===== src/rtl/tcei_consts.vh =====
`ifndef TCEI_CONSTS_VH
`define TCEI_CONSTS_VH

// command port offsets
`define TCEI_A_CTRL 4'h0
`define TCEI_A_REQ 4'h1
`define TCEI_A_DMA_IN 4'h2
`define TCEI_A_DMA_OUT 4'h3
`define TCEI_A_STAT 4'h4
`define TCEI_A_ADDR_HI 4'h5
`define TCEI_A_ADDR_LO 4'h6
`define TCEI_A_IO_OUT 4'h7
`define TCEI_A_MEM_IDX 4'h8
`define TCEI_A_MEM_DATA 4'h9

// control register fields
`define TCEI_CTRL_RESET 8'h00
`define TCEI_C_FLAG1 0
`define TCEI_C_FLAG2 1
`define TCEI_C_FLAG3 2
`define TCEI_C_FLAG4 3
`define TCEI_C_RAM_DIS 4
`define TCEI_C_SW_DIS 5
`define TCEI_C_LOAD 6
`define TCEI_C_CLEAR 7

// request register fields
`define TCEI_Q_DOUT 0
`define TCEI_Q_DIN 1
`define TCEI_Q_INT 2

// state codes {bit one, bit zero}
`define TCEI_SC_FETCH 2'h0
`define TCEI_SC_EXEC 2'h1
`define TCEI_SC_DMA 2'h2
`define TCEI_SC_INT 2'h3

// io output nibble range 1..7
`define TCEI_NIB_OUT_LO 4'h1
`define TCEI_NIB_OUT_HI 4'h7

// master clock: ref_clk periods per half period, and clocks per machine cycle
`define TCEI_MCLK_HALF 3'h4
`define TCEI_CLK_PER_CYCLE 4'h8

// synchroniser vector layout
`define TCEI_SYNC_W 26
`define TCEI_S_TPA 0
`define TCEI_S_TPB 1
`define TCEI_S_SC0 2
`define TCEI_S_SC1 3
`define TCEI_S_NIB 4
`define TCEI_S_MWR 8
`define TCEI_S_MRD 9
`define TCEI_S_MA 10
`define TCEI_S_BUS 18
`endif


===== src/rtl/tcei_host.v =====
`timescale 1ns/1ps
`include "tcei_consts.vh"
module tcei_host (
  ref_clk,
  rst,
  cmd_addr,
  cmd_wdata,
  cmd_wr,
  cmd_rd,
  cmd_rdata,
  early_timing_pulse,
  late_timing_pulse,
  state_code_bit_zero,
  state_code_bit_one,
  opcode_nibble_bit_zero_n,
  opcode_nibble_bit_one_n,
  opcode_nibble_bit_two_n,
  opcode_nibble_bit_three_n,
  memory_write_strobe,
  memory_read_n,
  muxed_address,
  data_bus_in,
  data_bus_out,
  data_bus_oe,
  external_flag_one_n,
  external_flag_two_n,
  external_flag_three_n,
  external_flag_four_n,
  dma_out_req_n,
  dma_in_req_n,
  interrupt_n,
  clear_n,
  load_n,
  ram_card_disable,
  switch_bank_disable,
  master_clock
);
  input wire ref_clk;
  input wire rst;
  input wire [3:0] cmd_addr;
  input wire [7:0] cmd_wdata;
  input wire cmd_wr;
  input wire cmd_rd;
  output reg [7:0] cmd_rdata;
  input wire early_timing_pulse;
  input wire late_timing_pulse;
  input wire state_code_bit_zero;
  input wire state_code_bit_one;
  input wire opcode_nibble_bit_zero_n;
  input wire opcode_nibble_bit_one_n;
  input wire opcode_nibble_bit_two_n;
  input wire opcode_nibble_bit_three_n;
  input wire memory_write_strobe;
  input wire memory_read_n;
  input wire [7:0] muxed_address;
  input wire [7:0] data_bus_in;
  output reg [7:0] data_bus_out;
  output reg data_bus_oe;
  output reg external_flag_one_n;
  output reg external_flag_two_n;
  output reg external_flag_three_n;
  output reg external_flag_four_n;
  output reg dma_out_req_n;
  output reg dma_in_req_n;
  output reg interrupt_n;
  output reg clear_n;
  output reg load_n;
  output reg ram_card_disable;
  output reg switch_bank_disable;
  output reg master_clock;

  ////////////////////////////////////////////////////////////////////////
  // pin synchronisers: every socket input passes two flops
  wire [`TCEI_SYNC_W-1:0] pins_raw;
  reg [`TCEI_SYNC_W-1:0] sync1_ff;
  reg [`TCEI_SYNC_W-1:0] sync2_ff;
  reg [`TCEI_SYNC_W-1:0] prev_ff;

  assign pins_raw = {data_bus_in, muxed_address, memory_read_n, memory_write_strobe,
                     opcode_nibble_bit_three_n, opcode_nibble_bit_two_n,
                     opcode_nibble_bit_one_n, opcode_nibble_bit_zero_n,
                     state_code_bit_one, state_code_bit_zero,
                     late_timing_pulse, early_timing_pulse};

  // the read strobe idles high; clearing its flops low would fake a read right after reset
  wire [`TCEI_SYNC_W-1:0] sync_idle;
  assign sync_idle = {{(`TCEI_SYNC_W-1){1'b0}}, 1'b1} << `TCEI_S_MRD;

  always @(posedge ref_clk) begin
    if (rst) begin
      sync1_ff <= sync_idle;
      sync2_ff <= sync_idle;
      prev_ff <= sync_idle;
    end else begin
      sync1_ff <= pins_raw;
      sync2_ff <= sync1_ff;
      prev_ff <= sync2_ff;
    end
  end

  wire [1:0] sc_now;
  wire [3:0] nib_now;
  wire [7:0] ma_now;
  wire [7:0] ma_prev;
  wire [7:0] bus_now;
  wire tpa_fall;
  wire tpb_rise;
  wire mwr_rise;
  wire mrd_fall;
  wire mrd_active;

  assign sc_now = {sync2_ff[`TCEI_S_SC1], sync2_ff[`TCEI_S_SC0]};
  assign nib_now = ~sync2_ff[`TCEI_S_NIB+3:`TCEI_S_NIB];
  assign ma_now = sync2_ff[`TCEI_S_MA+7:`TCEI_S_MA];
  // one sample older than the pulse's end: the lines still carry the high byte there
  assign ma_prev = prev_ff[`TCEI_S_MA+7:`TCEI_S_MA];
  assign bus_now = sync2_ff[`TCEI_S_BUS+7:`TCEI_S_BUS];
  // the high byte is on the lines while the early pulse stands; take it as it ends
  assign tpa_fall = prev_ff[`TCEI_S_TPA] & ~sync2_ff[`TCEI_S_TPA];
  assign tpb_rise = ~prev_ff[`TCEI_S_TPB] & sync2_ff[`TCEI_S_TPB];
  assign mwr_rise = ~prev_ff[`TCEI_S_MWR] & sync2_ff[`TCEI_S_MWR];
  assign mrd_fall = prev_ff[`TCEI_S_MRD] & ~sync2_ff[`TCEI_S_MRD];
  assign mrd_active = ~sync2_ff[`TCEI_S_MRD];

  ////////////////////////////////////////////////////////////////////////
  // command port and software registers
  reg [7:0] ctrl_ff;
  reg [2:0] pend_ff;
  reg [7:0] dma_in_byte_ff;
  reg [7:0] dma_out_byte_ff;
  reg [7:0] stat_ff;
  reg [7:0] addr_hi_ff;
  reg [7:0] addr_lo_ff;
  reg [7:0] io_out_ff;
  reg [7:0] mem_idx_ff;
  reg [2:0] nxt_pend;
  reg [7:0] nxt_rdata;
  wire wr_ctrl;
  wire wr_req;
  wire wr_mem;
  wire dma_cycle;
  wire serve_in;
  wire serve_out;
  wire serve_int;
  wire io_out_cycle;
  wire [7:0] mem_rd_data;

  assign wr_ctrl = cmd_wr & (cmd_addr == `TCEI_A_CTRL);
  assign wr_req = cmd_wr & (cmd_addr == `TCEI_A_REQ);
  assign wr_mem = cmd_wr & (cmd_addr == `TCEI_A_MEM_DATA);
  assign dma_cycle = (sc_now == `TCEI_SC_DMA);
  // a dma cycle serves the input request first when both stand
  assign serve_in = tpb_rise & dma_cycle & pend_ff[`TCEI_Q_DIN];
  assign serve_out = tpb_rise & dma_cycle & ~pend_ff[`TCEI_Q_DIN] & pend_ff[`TCEI_Q_DOUT];
  assign serve_int = tpb_rise & (sc_now == `TCEI_SC_INT);
  // output group: execute cycle with nibble 1..7 puts a memory byte on the bus
  assign io_out_cycle = tpb_rise & (sc_now == `TCEI_SC_EXEC) & (nib_now >= `TCEI_NIB_OUT_LO)
                        & (nib_now <= `TCEI_NIB_OUT_HI);

  always @* begin
    // a new request written in the serving cycle is kept
    nxt_pend = pend_ff;
    if (serve_in) begin
      nxt_pend[`TCEI_Q_DIN] = 1'b0;
    end
    if (serve_out) begin
      nxt_pend[`TCEI_Q_DOUT] = 1'b0;
    end
    if (serve_int) begin
      nxt_pend[`TCEI_Q_INT] = 1'b0;
    end
    if (wr_req) begin
      nxt_pend = nxt_pend | cmd_wdata[`TCEI_Q_INT:`TCEI_Q_DOUT];
    end
  end

  // unmapped offsets read as zero so software can probe the map safely
  always @* begin
    case (cmd_addr)
      `TCEI_A_CTRL: nxt_rdata = ctrl_ff;
      `TCEI_A_REQ: nxt_rdata = {5'h00, pend_ff};
      `TCEI_A_DMA_IN: nxt_rdata = dma_in_byte_ff;
      `TCEI_A_DMA_OUT: nxt_rdata = dma_out_byte_ff;
      `TCEI_A_STAT: nxt_rdata = stat_ff;
      `TCEI_A_ADDR_HI: nxt_rdata = addr_hi_ff;
      `TCEI_A_ADDR_LO: nxt_rdata = addr_lo_ff;
      `TCEI_A_IO_OUT: nxt_rdata = io_out_ff;
      `TCEI_A_MEM_IDX: nxt_rdata = mem_idx_ff;
      default: nxt_rdata = 8'h00;
    endcase
  end

  always @(posedge ref_clk) begin
    if (rst) begin
      ctrl_ff <= `TCEI_CTRL_RESET;
      pend_ff <= 3'h0;
      dma_in_byte_ff <= 8'h00;
      dma_out_byte_ff <= 8'h00;
      stat_ff <= 8'h00;
      addr_hi_ff <= 8'h00;
      addr_lo_ff <= 8'h00;
      io_out_ff <= 8'h00;
      mem_idx_ff <= 8'h00;
      cmd_rdata <= 8'h00;
    end else begin
      pend_ff <= nxt_pend;
      cmd_rdata <= cmd_rd ? nxt_rdata : 8'h00;
      if (wr_ctrl) begin
        ctrl_ff <= cmd_wdata;
      end
      if (cmd_wr & (cmd_addr == `TCEI_A_DMA_IN)) begin
        dma_in_byte_ff <= cmd_wdata;
      end
      // a direct index write wins over the auto-increment
      if (cmd_wr & (cmd_addr == `TCEI_A_MEM_IDX)) begin
        mem_idx_ff <= cmd_wdata;
      end else if (wr_mem) begin
        mem_idx_ff <= mem_idx_ff + 8'h01;
      end
      if (serve_out) begin
        dma_out_byte_ff <= bus_now;
      end
      if (io_out_cycle) begin
        io_out_ff <= bus_now;
      end
      if (tpb_rise) begin
        stat_ff <= {2'h0, sc_now, nib_now};
      end
      if (tpa_fall) begin
        addr_hi_ff <= ma_prev;
      end
      if (mrd_fall | mwr_rise) begin
        addr_lo_ff <= ma_now;
      end
    end
  end

  ////////////////////////////////////////////////////////////////////////
  // external read-only memory that stands in for the ram card
  tcei_mem u_mem (
    .ref_clk(ref_clk),
    .wr_en(wr_mem),
    .wr_addr(mem_idx_ff),
    .wr_data(cmd_wdata),
    .rd_addr(ma_now),
    .rd_data(mem_rd_data)
  );

  ////////////////////////////////////////////////////////////////////////
  // socket outputs; synchronising costs about three ref clocks of a read,
  // well inside the strobe at this master clock rate
  reg [2:0] mclk_cnt_ff;
  wire rom_drive;
  wire din_drive;

  assign din_drive = pend_ff[`TCEI_Q_DIN] & dma_cycle;
  assign rom_drive = ctrl_ff[`TCEI_C_RAM_DIS] & mrd_active & ~dma_cycle;

  always @(posedge ref_clk) begin
    if (rst) begin
      data_bus_out <= 8'h00;
      data_bus_oe <= 1'b0;
      external_flag_one_n <= 1'b1;
      external_flag_two_n <= 1'b1;
      external_flag_three_n <= 1'b1;
      external_flag_four_n <= 1'b1;
      dma_out_req_n <= 1'b1;
      dma_in_req_n <= 1'b1;
      interrupt_n <= 1'b1;
      clear_n <= 1'b1;
      load_n <= 1'b1;
      ram_card_disable <= 1'b0;
      switch_bank_disable <= 1'b0;
      master_clock <= 1'b0;
      mclk_cnt_ff <= 3'h0;
    end else begin
      // let go once the late pulse is seen: the device took the byte on that pulse's edge
      data_bus_oe <= (din_drive | rom_drive) & ~serve_in;
      data_bus_out <= din_drive ? dma_in_byte_ff : mem_rd_data;
      external_flag_one_n <= ~ctrl_ff[`TCEI_C_FLAG1];
      external_flag_two_n <= ~ctrl_ff[`TCEI_C_FLAG2];
      external_flag_three_n <= ~ctrl_ff[`TCEI_C_FLAG3];
      external_flag_four_n <= ~ctrl_ff[`TCEI_C_FLAG4];
      dma_out_req_n <= ~nxt_pend[`TCEI_Q_DOUT];
      dma_in_req_n <= ~nxt_pend[`TCEI_Q_DIN];
      interrupt_n <= ~nxt_pend[`TCEI_Q_INT];
      clear_n <= ~ctrl_ff[`TCEI_C_CLEAR];
      load_n <= ~ctrl_ff[`TCEI_C_LOAD];
      ram_card_disable <= ctrl_ff[`TCEI_C_RAM_DIS];
      switch_bank_disable <= ctrl_ff[`TCEI_C_SW_DIS];
      // eight of these clocks form one machine cycle on the device side
      if (mclk_cnt_ff == `TCEI_MCLK_HALF - 3'h1) begin
        mclk_cnt_ff <= 3'h0;
        master_clock <= ~master_clock;
      end else begin
        mclk_cnt_ff <= mclk_cnt_ff + 3'h1;
      end
    end
  end
endmodule


===== src/rtl/tcei_mem.v =====
`timescale 1ns/1ps
// 256-byte external memory, one write port, registered read
module tcei_mem (
  ref_clk,
  wr_en,
  wr_addr,
  wr_data,
  rd_addr,
  rd_data
);
  input wire ref_clk;
  input wire wr_en;
  input wire [7:0] wr_addr;
  input wire [7:0] wr_data;
  input wire [7:0] rd_addr;
  output reg [7:0] rd_data;

  reg [7:0] mem [0:255];

  always @(posedge ref_clk) begin
    if (wr_en) begin
      mem[wr_addr] <= wr_data;
    end
    rd_data <= mem[rd_addr];
  end
endmodule


===== config.mk =====
export PLATFORM = sky130hd
export DESIGN_NAME = tcei_host
export DESIGN_NICKNAME = d
export VERILOG_FILES = /design/src/rtl/tcei_host.v /design/src/rtl/tcei_mem.v
export VERILOG_INCLUDE_DIRS = /design/src /design/src/rtl
export SDC_FILE = /design/constraint.sdc
export NUM_CORES = 2
export LEC_CHECK = 0
export BUFFER_PORTS_ARGS = -buffer_cell sky130_fd_sc_hd__buf_2
export CAP_MARGIN = 20
export CORE_MARGIN = 2
export CORE_UTILIZATION = 27
export DETAILED_ROUTE_END_ITERATION = 16
export SLEW_MARGIN = 20
export SYNTH_ARGS = -nofsm -noshare
export SYNTH_HDL_FRONTEND = slang
export SYNTH_HIERARCHICAL = 1
export SYNTH_SLANG_ARGS = --single-unit
export TNS_END_PERCENT = 20

===== constraint.sdc =====
create_clock -name ref_clk -period 7.3 [get_ports ref_clk]
set_input_delay 1.46 -clock ref_clk [delete_from_list [all_inputs] [get_ports ref_clk]]
set_output_delay 1.46 -clock ref_clk [all_outputs]
set_load 0.02 [all_outputs]

==> impl_metrics.toml <==
[run_status]
status = "complete, no violations"

[worst_setup_path]
crit_chain = "buf_2 -> inv_1 -> nor2_1 -> buf_4 -> nand3_1 -> buf_4 -> nor2_1"
crit_type = "in2reg"
crit_arrival_ps = 5260
cp-start-kind = "input pin"
critPathMaxFanout = 36
cp_slowest_cell = "nand3_1"
crit_buf_inv = 4
cp_slowest_stage_delay_ps = 720
crit_family = "simple AND/OR/NAND/NOR gates"
critPathCaptureType = "flop"
cp.required_ps = 7780

[yosys]
syn_area_per_cell_um2 = 19.75
syn_area_um2 = 85490
yosysTopAreaCellShare = 0.7194
ys_ff_latch = 2217
synthTopCellsByCount = "edfxtp_1, mux4_2, nor2_1"
async_flop_share = 0
synth_cells = 4328
synth_nets = 4373
synthDistinctLibCells = 81
ys.flop_type = "edfxtp_1"
synth_top_area_cell = "edfxtp_1"
synth_edf_count = 2048
seq_area_frac_synth = 0.7589
synthTopCellsByArea = "edfxtp_1, mux4_2, dfxtp_1"
yosysMostFrequentCell = "edfxtp_1"
yosysWarningCount = 6

[placement]
place_congestion = 0.8447
dpl_worst_slack_ps = 1799
placed_cell_area_um2 = 90420
dp_hpwl_um = 133900
port_buffers = 70

[job]
cap_violations = 0

[sta]
tightestPinTransition_ps = 1155
period_needed_ps = 4787
max-slew-margin-rel = 0.2301
worst_slack_ps = 2513
setup_tns_ps = 0
rsz0062_at_grt = "no"
finalClockSkew_ps = 57.33
report.final.slew_viol_count = 0
setup_violations = 0
max_freq_mhz = 208.9
fin_crit_sh = 0.6558
hold_viol = 0

[grt]
antenna_found_initial = 7
track_usage = 0.1323
grt_pass1_vias = 43163
grt_overflow_total = 0
grt_max_degree = 184
grt_pass1_wl_um = 313800

[detailed_routing]
drt_first_pass_iters = 6
via_count = 43165
routed_via_density = 4.920
wire_per_inst_um = 24.93
drt-initial-drc-count = 5194
drc = 0
routed_wl_um = 218700
postRouteAntennaNets = 0

[power_and_ir_drop]
leakage_nw = 28.81
power_density_nw_per_um2 = 266.4
power_mw = 25.98
ir_worst_vdd_uv = 279.4

[clock_tree]
cts_tree = "yes"
clk_pin_slew_ps = 60
ctsResizeCount = 0
clock_latency_ps = 880
cts_hold_buf = 0
post_cts_buffers = 0
h-tree-depth = 4
clk_path_buf_depth = 3
cts.sinks = 2217
root_buffer = "clkbuf_16"
cts_buffers = 209

[die]
rows = 206
initial_core_util = 0.2714
dieArea_um2 = 321100
ioPinCount = 71
core_um2 = 315000
die_width_um = 566.7
die_h_um = 566.7

[final_layout]
layout-drive-gt1-share = 0.2134
area_growth_pct = 14.08
nNetsFinal = 4477
final_area_um2 = 97530

[hold_path]
min_path_type = "reg2reg"
## layout make-up
cell class | instances | area (µm²)
fill | 30183 | 217400
sequential | 2217 | 64900
multi-input combinational | 1831 | 19020
clock buffer | 252 | 5507
tap | 4160 | 5205
clock inverter | 139 | 1562
timing repair buffer | 166 | 1306
inverter | 7 | 26.28
antenna | 2 | 5.005
## per-stage QoR
| stage | std cells | hold slack, ps | util |
|---|---|---|---|
| 2_1_floorplan | 4328 | 366.4 | - |
| 3_3_place_gp | 8379 | 403.7 | 0.2870 |
| 3_5_place_dp | 8380 | 409.8 | 0.2871 |
| 4_1_cts | 8771 | 427.9 | 0.3095 |
| 5_1_grt | 8774 | 437.3 | 0.3096 |
| 6_report | 8774 | 423.3 | 0.3096 |
## power by group
| group | switching (mW) | leakage, nW | total (mW) | internal, mW |
|---|---|---|---|---|
| registers | 0.0381 | 19.8 | 13.9 | 13.9 |
| logic | 0.675 | 5.60 | 0.986 | 0.311 |
| clock network | 4.79 | 3.43 | 11.1 | 6.27 |
| total | 5.50 | 28.8 | 26.0 | 20.5 |
## path summary, 6_finish.rpt
| kind | to | slack (ps) | cells past startpoint | start |
|---|---|---|---|---|
| min | sync2_ff[9]$_SDFF_PP1_ | 420 | 1 | sync1_ff[9]$_SDFF_PP1_ |
| max | u_mem/mem[17][6]$_DFFE_PP_ | 2510 | 7 | cmd_addr[0] |
| min reg2reg | sync2_ff[9]$_SDFF_PP1_ | 420 | 1 | sync1_ff[9]$_SDFF_PP1_ |
| max reg2reg | u_mem/rd_data[5]$_DFF_P_ | 2710 | 8 | sync2_ff[11]$_SDFF_PP0_ |
## registers in the layout, indices dropped and copies added (netlist names), 3 cells and up
signal and cells:
dma_out_byte_ff 8, sync1_ff 26, data_bus_out 8, addr_hi_ff 8, mclk_cnt_ff 3, ctrl_ff 8, u_mem/mem 2048, stat_ff 6
prev_ff 12, io_out_ff 8, pend_ff 3, sync2_ff 26, addr_lo_ff 8, u_mem/rd_data 8, mem_idx_ff 8, dma_in_byte_ff 8
cmd_rdata 8
## per-layer routing
metal / global-route usage / vias up / share of wire
met5: 0 / - / 0
met4: 0.04945 / 0 / 0.036
li1: - / 17940 / -
met1: 0.1774 / 22806 / 0.41
met2: 0.2115 / 2053 / 0.47
met3: 0.02670 / 366 / 0.082
## worst reg2reg max path, cell delays in order, from the launching register on
cell and delay (ps):
dfxtp_4 810, buf_4 550, buf_4 720, mux4_2 530
a22o_1 210, a221oi_1 550, o221ai_1 280, a211oi_1 690
nor4_1 120
## placed cells by master (no fill, tap or decap), types with 10 or more instances in the layout
cell,count
o21ai_0,19
a21oi_1,134
o221ai_1,46
o211ai_1,12
a211oi_1,22
nor3_1,32
a221oi_1,14
buf_4,85
nand3_1,68
buf_12,10
dfxtp_1,164
clkinv_2,41
nand2b_1,15
nor4_1,20
clkinv_1,40
nor2b_1,98
nand2_1,76
clkbuf_1,36
buf_2,61
o22ai_1,29
mux2i_1,182
nor2_1,333
clkinvlp_4,11
clkbuf_16,213
mux4_2,457
nand4_1,10
a22oi_1,137
edfxtp_1,2048
bufinv_16,24
## kinds of logic (layout without fill, tap and decap cells)
group | after synthesis | after routing | share of synthesized area
compound gates | 468 | 468 | 0.03821
fa+ha+maj | 3 | 3 | 0.0004391
simple gates | 713 | 713 | 0.03981
xor+xnor | 1 | 1 | 0.0001025
buf+inv | 280 | 564 | 0.01952
other cells | 0 | 2 | 0
mux | 646 | 646 | 0.1430
flops | 2217 | 2217 | 0.7589
Note: power is estimated with default switching activity, not from simulation.
